**config.mk**
```make
export PLATFORM = sky130hd
export DESIGN_NAME = pcb_bus_register
export DESIGN_NICKNAME = d
export VERILOG_FILES = /design/src/pcb_pkg.sv /design/src/pcb_data_path.sv /design/src/pcb_parity_stage.sv /design/src/pcb_bus_register.sv
export SDC_FILE = /design/constraint.sdc
export NUM_CORES = 1
export LEC_CHECK = 0
export BUFFER_PORTS_ARGS = -buffer_cell sky130_fd_sc_hd__buf_2
export CAP_MARGIN = 15
export CORE_MARGIN = 4
export CORE_UTILIZATION = 43
export CTS_BUF_LIST = sky130_fd_sc_hd__clkbuf_2 sky130_fd_sc_hd__clkbuf_4 sky130_fd_sc_hd__clkbuf_8
export DETAILED_ROUTE_END_ITERATION = 10
export GPL_TIMING_DRIVEN = 0
export PLACE_DENSITY = 0.9
export SYNTH_ARGS = -nofsm -noshare
export SYNTH_HDL_FRONTEND = slang
export SYNTH_SLANG_ARGS = --single-unit
```
**constraint.sdc**
```tcl
create_clock -name clk -period 0.8 [get_ports clk]
set_input_delay 0 -clock clk [delete_from_list [all_inputs] [get_ports clk]]
set_output_delay 0 -clock clk [all_outputs]
set_load 0.03 [all_outputs]
```
**src/pcb_pkg.sv**
```systemverilog
// Purpose: Shared constants for the parity checked bus register.
// Assumes: One clock; data bits numbered 1..12 sit at indices 0..11.
// Notes:   Reset values apply to the internal copy of rst_b.
package pcb_pkg;

   localparam int         DATA_W       = 12;
   localparam int         GATED_W      = 8;
   localparam int         PAR_W        = 10;
   localparam int         ERR_LOAD_BIT = 10;
   localparam logic [11:0] STORE_RST   = 12'h000;
   localparam logic       SUM_RST      = 1'h0;
   localparam logic       ERR_IDLE     = 1'h1;
   localparam logic       EVEN_SENSE   = 1'h0;
   localparam logic       OD_LOW       = 1'h0;

   // Fill tracking of the two-stage parity pipeline
   typedef enum logic [1:0]
   {
      PCB_FILL_EMPTY = 2'h0,
      PCB_FILL_HALF  = 2'h1,
      PCB_FILL_READY = 2'h3
   } pcb_fill_e;

   function automatic logic pcb_parity_of(input logic [PAR_W-1:0] bits);
      pcb_parity_of = ^bits;
   endfunction

endpackage

```
**src/pcb_data_path.sv**
```systemverilog
// Purpose: Twelve-bit register or buffer path with dual outputs.
// Assumes: Inputs come from logic on clk; rstSync_b is already synchronised.
// Notes:   Storage loads in both modes; only the output select follows mode.
`timescale 1ns/1ps
module pcb_data_path
#(
   parameter int DATA_W  = pcb_pkg::DATA_W,
   parameter int GATED_W = pcb_pkg::GATED_W
)
(
   input  wire logic              clk,
   input  wire logic              rstSync_b,
   input  wire logic [DATA_W-1:0] dataIn,
   input  wire logic              modeSel,
   input  wire logic              clkGate_n,
   output logic      [DATA_W-1:0] dataOut1,
   output logic      [DATA_W-1:0] dataOut2
);

   logic [DATA_W-1:0] store_reg;
   logic [DATA_W-1:0] pathOut;

   genvar gi;
   generate
      for (gi = 0; gi < DATA_W; gi++)
      begin : g_bit
         if (gi < GATED_W)
         begin : g_gated
            always_ff @(posedge clk or negedge rstSync_b)
            begin
               if (!rstSync_b)
                  store_reg[gi] <= pcb_pkg::STORE_RST[gi];
               else if (!clkGate_n)
                  store_reg[gi] <= dataIn[gi];
            end
         end
         else
         begin : g_free
            always_ff @(posedge clk or negedge rstSync_b)
            begin
               if (!rstSync_b)
                  store_reg[gi] <= pcb_pkg::STORE_RST[gi];
               else
                  store_reg[gi] <= dataIn[gi];
            end
         end
      end
   endgenerate

   // Buffer mode bypasses the flops so the pins follow the inputs at once
   assign pathOut  = modeSel ? dataIn : store_reg;
   assign dataOut1 = pathOut;
   assign dataOut2 = pathOut;

endmodule // pcb_data_path

```
**src/pcb_parity_stage.sv**
```systemverilog
// Purpose: First parity stage, holding the sum of data bits 1..10.
// Assumes: Late parity arrives one cycle after its data word.
// Notes:   partialSum is valid in the cycle the late parity bit is presented.
`timescale 1ns/1ps
module pcb_parity_stage
#(
   parameter int PAR_W = pcb_pkg::PAR_W
)
(
   input  wire logic             clk,
   input  wire logic             rstSync_b,
   input  wire logic [PAR_W-1:0] dataLow,
   input  wire logic             lateParityIn,
   output logic                  partialSum
);

   logic dataSum_reg;
   logic dataSum_next;

   always_comb
   begin
      dataSum_next = pcb_pkg::pcb_parity_of(dataLow);
   end

   // Advances every edge, clock gate and mode notwithstanding
   always_ff @(posedge clk or negedge rstSync_b)
   begin
      if (!rstSync_b)
         dataSum_reg <= pcb_pkg::SUM_RST;
      else
         dataSum_reg <= dataSum_next;
   end

   assign partialSum = dataSum_reg ^ lateParityIn;

endmodule // pcb_parity_stage

```
**src/pcb_bus_register.sv**
```systemverilog
// Purpose: Parity checked twelve-bit bus register with dual float-able outputs.
// Assumes: Upstream logic runs on clk; pins are resolved outside from the enables.
// Notes:   The two-way link pin is split into in, out and enable; the open-drain error pin into out and enable.
//
// Contract
// - Mode select low makes the data path an edge-triggered register.
// - Register mode, clock gate low: all twelve bits load each rising edge.
// - Clock gate high: only bits 9 to 12 load; bits 1 to 8 hold.
// - Mode select high passes inputs straight to outputs, ignoring clock.
// - Each data bit drives two outputs of equal value, twenty-four in all.
// - Float control high floats all data outputs and the error output.
// - Float control never disturbs loading or holding of internal registers.
// - Parity is checked in register mode and in buffer mode alike.
// - Error result appears one cycle after the parity bit, open-drain, low active.
// - Data bit 11 low loads the error register; high forces error output high.
// - Error low when bits 1..10 plus late parity mismatch the parity sense.
// - Parity out enable low drives the partial sum onto the link pin.
// - Parity out enable high floats the link driver and reads the link.
// - Error output counts as valid only once the parity pipeline has filled.
`timescale 1ns/1ps
module pcb_bus_register
#(
   parameter int DATA_W = pcb_pkg::DATA_W
)
(
   input  wire logic              clk,
   input  wire logic              rst_b,
   input  wire logic [DATA_W-1:0] dataIn,
   input  wire logic              lateParityIn,
   input  wire logic              modeSel,
   input  wire logic              clkGate_n,
   input  wire logic              outFloat_n,
   input  wire logic              parityOutEnable,
   input  wire logic              parityLinkIn,
   output logic                   parityLinkOut,
   output logic                   parityLinkOe,
   output logic      [DATA_W-1:0] dataOut1,
   output logic      [DATA_W-1:0] dataOut1Oe,
   output logic      [DATA_W-1:0] dataOut2,
   output logic      [DATA_W-1:0] dataOut2Oe,
   output logic                   parityError_n,
   output logic                   parityErrorOe,
   output logic                   errorValid
);

   logic                    rstMeta_reg;
   logic                    rstSync_reg;
   logic                    rstSync_b;

   logic                    data11ErrorLoadEn;
   logic                    partialSum;
   logic                    paritySense;
   logic                    errLevel_next;
   logic                    errLevel_reg;
   logic                    outDrive;

   pcb_pkg::pcb_fill_e      fill_reg;
   pcb_pkg::pcb_fill_e      fill_next;

   // Reset release through two flops; assertion stays asynchronous
   always_ff @(posedge clk or negedge rst_b)
   begin
      if (!rst_b)
      begin
         rstMeta_reg <= 1'h0;
         rstSync_reg <= 1'h0;
      end
      else
      begin
         rstMeta_reg <= 1'h1;
         rstSync_reg <= rstMeta_reg;
      end
   end

   assign rstSync_b = rstSync_reg;

   // Data path: register or buffer, dual outputs
   pcb_data_path
   #(
      .DATA_W  (DATA_W),
      .GATED_W (pcb_pkg::GATED_W)
   )
   u_data_path
   (
      .clk       (clk),
      .rstSync_b (rstSync_b),
      .dataIn    (dataIn),
      .modeSel   (modeSel),
      .clkGate_n (clkGate_n),
      .dataOut1  (dataOut1),
      .dataOut2  (dataOut2)
   );

   // Parity taps the raw inputs, so mode select has no say in it
   pcb_parity_stage
   #(
      .PAR_W (pcb_pkg::PAR_W)
   )
   u_parity_stage
   (
      .clk          (clk),
      .rstSync_b    (rstSync_b),
      .dataLow      (dataIn[pcb_pkg::PAR_W-1:0]),
      .lateParityIn (lateParityIn),
      .partialSum   (partialSum)
   );

   assign data11ErrorLoadEn = dataIn[pcb_pkg::ERR_LOAD_BIT];

   // A first cascaded device reads back its own link drive; use even sense then
   always_comb
   begin
      if (parityOutEnable)
         paritySense = parityLinkIn;
      else
         paritySense = pcb_pkg::EVEN_SENSE;
   end

   // Error low when the combined count disagrees with the selected sense
   always_comb
   begin
      if (data11ErrorLoadEn)
         errLevel_next = pcb_pkg::ERR_IDLE;
      else
         errLevel_next = ~(partialSum ^ paritySense);
   end

   always_ff @(posedge clk or negedge rstSync_b)
   begin
      if (!rstSync_b)
         errLevel_reg <= pcb_pkg::ERR_IDLE;
      else
         errLevel_reg <= errLevel_next;
   end

   // Partial sum to the second device of a pair
   assign parityLinkOut = partialSum;
   assign parityLinkOe  = ~parityOutEnable;

   // Float only gates the pin drivers; registers above keep running
   assign outDrive = ~outFloat_n;

   genvar gi;
   generate
      for (gi = 0; gi < DATA_W; gi++)
      begin : g_oe
         assign dataOut1Oe[gi] = outDrive;
         assign dataOut2Oe[gi] = outDrive;
      end
   endgenerate

   // Open drain: only ever pulls low, released otherwise
   assign parityError_n = pcb_pkg::OD_LOW;
   assign parityErrorOe = outDrive & ~errLevel_reg;

   // Two edges after release fill the sum stage and the error stage
   always_comb
   begin
      unique case (fill_reg)
         pcb_pkg::PCB_FILL_EMPTY:
            fill_next = pcb_pkg::PCB_FILL_HALF;
         pcb_pkg::PCB_FILL_HALF:
            fill_next = pcb_pkg::PCB_FILL_READY;
         pcb_pkg::PCB_FILL_READY:
            fill_next = pcb_pkg::PCB_FILL_READY;
         default:
            fill_next = pcb_pkg::PCB_FILL_EMPTY;
      endcase
   end

   always_ff @(posedge clk or negedge rstSync_b)
   begin
      if (!rstSync_b)
         fill_reg <= pcb_pkg::PCB_FILL_EMPTY;
      else
         fill_reg <= fill_next;
   end

   assign errorValid = (fill_reg == pcb_pkg::PCB_FILL_READY);

endmodule // pcb_bus_register

```
==> reports/results.ini <==
[clock_network]
clk_latency_ns = 0.29
root_buffer = clkbuf_4
cts_tree = built
cts_max_path_buffers = 2
numCtsBuffers = 3
clkTransAtPathRegs_ns = 0.10
cts_htree_levels = 1
numClockSinks = 18

[run_status]
violations = negative setup slack
status = finished, violations left

[timing]
drv_slew = 0
finalSetupViolations = 29
min_period_ns = 1.223
rsz0062_at_grt = yes
finalCritPeriodShare_pct = 152.9
fin_ws_ns = -0.4228
fin_skew_ns = 0.002670
final_hold_viol_count = 0
fmax_ghz = 0.8178

[finish]
layout_commonest_cell = buf_2
num-fill-cells = 156
nNetsFinal = 209
fin_area_sq_um = 2003
area_growth_pct = 79.28
utilization_pct = 80.86
antennaDiodeCount = 0
largest_reg_flops = 12
drive_above_1_share_pct = 77.13
layout_common_cells = buf_2 (44), buf_6 (39), buf_4 (27), dfrtp_1 (16)

[floorplanning]
core_region_area_sq_um = 2477
dieHeight_microns = 58.98
die_width_microns = 58.98
die_area_sq_um = 3478
ioPinCount = 73
num_rows = 18
initial_utilization_pct = 45.10

[yosys]
syn_area_per_cell_sq_um = 11.52
syn-num-nets = 117
syn_area_sq_um = 1117
yosys_warnings = 0
synth_seq_cells = 18
synth-seq-area-share_pct = 40.43
syn-instance-count = 97
yosysUniqueCellTypes = 18

[global_routing]
first_global_vias = 1008
grt_use_total_pct = 17.25
antenna_found_initial = 0
grt_start_max_net_pins = 17
gr-total-overflow = 0
grt_pass1_wl_microns = 4595

[drt]
drc = 0
drt-wirelength-per-cell_microns = 13.44
drt-pass1-iter-count = 5
wl_microns = 2931
drt_iter0_drc = 13
postRouteAntennaNets = 0
vias = 949
via_per_inst = 4.353

[worst_hold_path]
holdCritPathClass = in -> async

[pwr]
p_leak_nw = 1.041
vdd_drop_max_mv = 1.365
total_power_mw = 3.278
power.density_nw_per_um2 = 1636

[placement]
dp_slack_ns = -0.3727
dp_hpwl_microns = 1941
placed_area_sq_um = 1614
io_buffers = 70
routabilityCongestion = 0.6947

[worst_setup_path]
rrSetupSlack_ns = -0.39
required_ns = 0.80
critical_path_class = reg -> out
endpoint_kind = output port
start_kind = flip-flop
critPathArrivalTime_ns = 1.22
cp_max_fo = 2

[run]
max_cap_viol_count = 0

==> synth_stat cells <==
cell type	count	area (sq um)
a21oi_1	1	5.000
and2_1	1	6.260
and3_1	1	6.260
buf_2	2	10.01
buf_4	37	277.8
clkbuf_1	1	3.750
conb_1	2	7.510
dfrtp_1	17	425.4
dfstp_2	1	26.28
inv_1	2	7.510
mux2_2	20	225.2
nand2b_1	1	6.260
nor2_1	1	3.750
or3_1	1	6.260
xnor2_1	6	52.55
xnor2_2	1	16.27
xnor3_1	1	22.52
xor2_1	1	8.760
==> report_power, final <==
part           internal (mW)  leakage [nW]  switching [mW]
Sequential              1.01         0.202          0.0785
Clock                  0.277        0.0210           0.277
Combinational          0.820         0.818           0.811
Total                   2.11          1.04            1.17
==> cells by family (layout without fill, tap and decap cells) <==
group / after synthesis / count (layout) / share of synthesized area [%]
XOR/XNOR: 9 / 9 / 8.959
AND/OR/NAND/NOR: 5 / 5 / 2.577
flip-flops: 18 / 18 / 40.43
other: 2 / 2 / 0.6721
multiplexers: 20 / 20 / 20.16
buffers and inverters: 42 / 133 / 26.76
AO/OA/AOI/OAI: 1 / 1 / 0.4475
==> stage by stage <==
stage | setup TNS, ns | hold slack, ns | cells
after floorplan | -0.6788 | -0.2956 | 97
after global placement | -7.153 | -0.2140 | 197
after detailed placement | -9.030 | -0.2089 | 197
after CTS | -9.738 | 0.005676 | 216
after global routing | -10.81 | 0.03138 | 218
final | -9.679 | 0.01328 | 218
==> timing repair <==
| action | 4_1_cts | 5_1_grt |
|---|---|---|
| pin swaps | 1 | 0 |
| endpoints found under the hold margin | 15 | 0 |
| setup endpoints to repair | 52 | 51 |
| resized for setup | 52 | 12 |
| gates cloned | 1 | 1 |
| hold buffers | 13 | 0 |
| setup buffers | 1 | 2 |
==> area by class of cell <==
type                       count  area [sq um]  area share (%)
buffer                        40         336.6           16.80
clock buffer                   4         36.28           1.811
inverter                       2         11.26          0.5621
multi-input combinational     37         446.7           22.30
sequential                    18         452.9           22.61
tap                           30         37.54           1.874
timing repair buffer          85         666.9           33.29
timing repair inverter         2         15.01          0.7495
==> final timing paths <==
| path | cells past startpoint | to | startpoint |
|---|---|---|---|
| setup reg to reg | 3 | errLevel_reg | u_parity_stage.dataSum_reg |
| min in group clk | 3 | errLevel_reg | parityLinkIn |
| setup / recovery | 3 | dataOut2[6] | u_data_path.store_reg[6] |
| hold / removal | 2 | rstMeta_reg | rst_b |
| hold reg to reg | 0 | u_data_path.store_reg[9] | rstSync_b |
| max in group asynchronous | 0 | errLevel_reg | rstSync_b |
==> per-layer routing <==
layer,global-route usage [%],wire length [microns],up-vias
met2,34.54,1644,54
met3,2.832,295,2
met4,4.854,12,0
li1,-,-,450
met1,18.06,980,443
met5,0,0,-
==> worst max-delay path, cell delays in order, from the launching register on <==
cell and delay, ns:
dfrtp_1 0.40, mux2_4 0.30, buf_6 0.12, buf_6 0.12
Power figures use the tool's default switching activity.
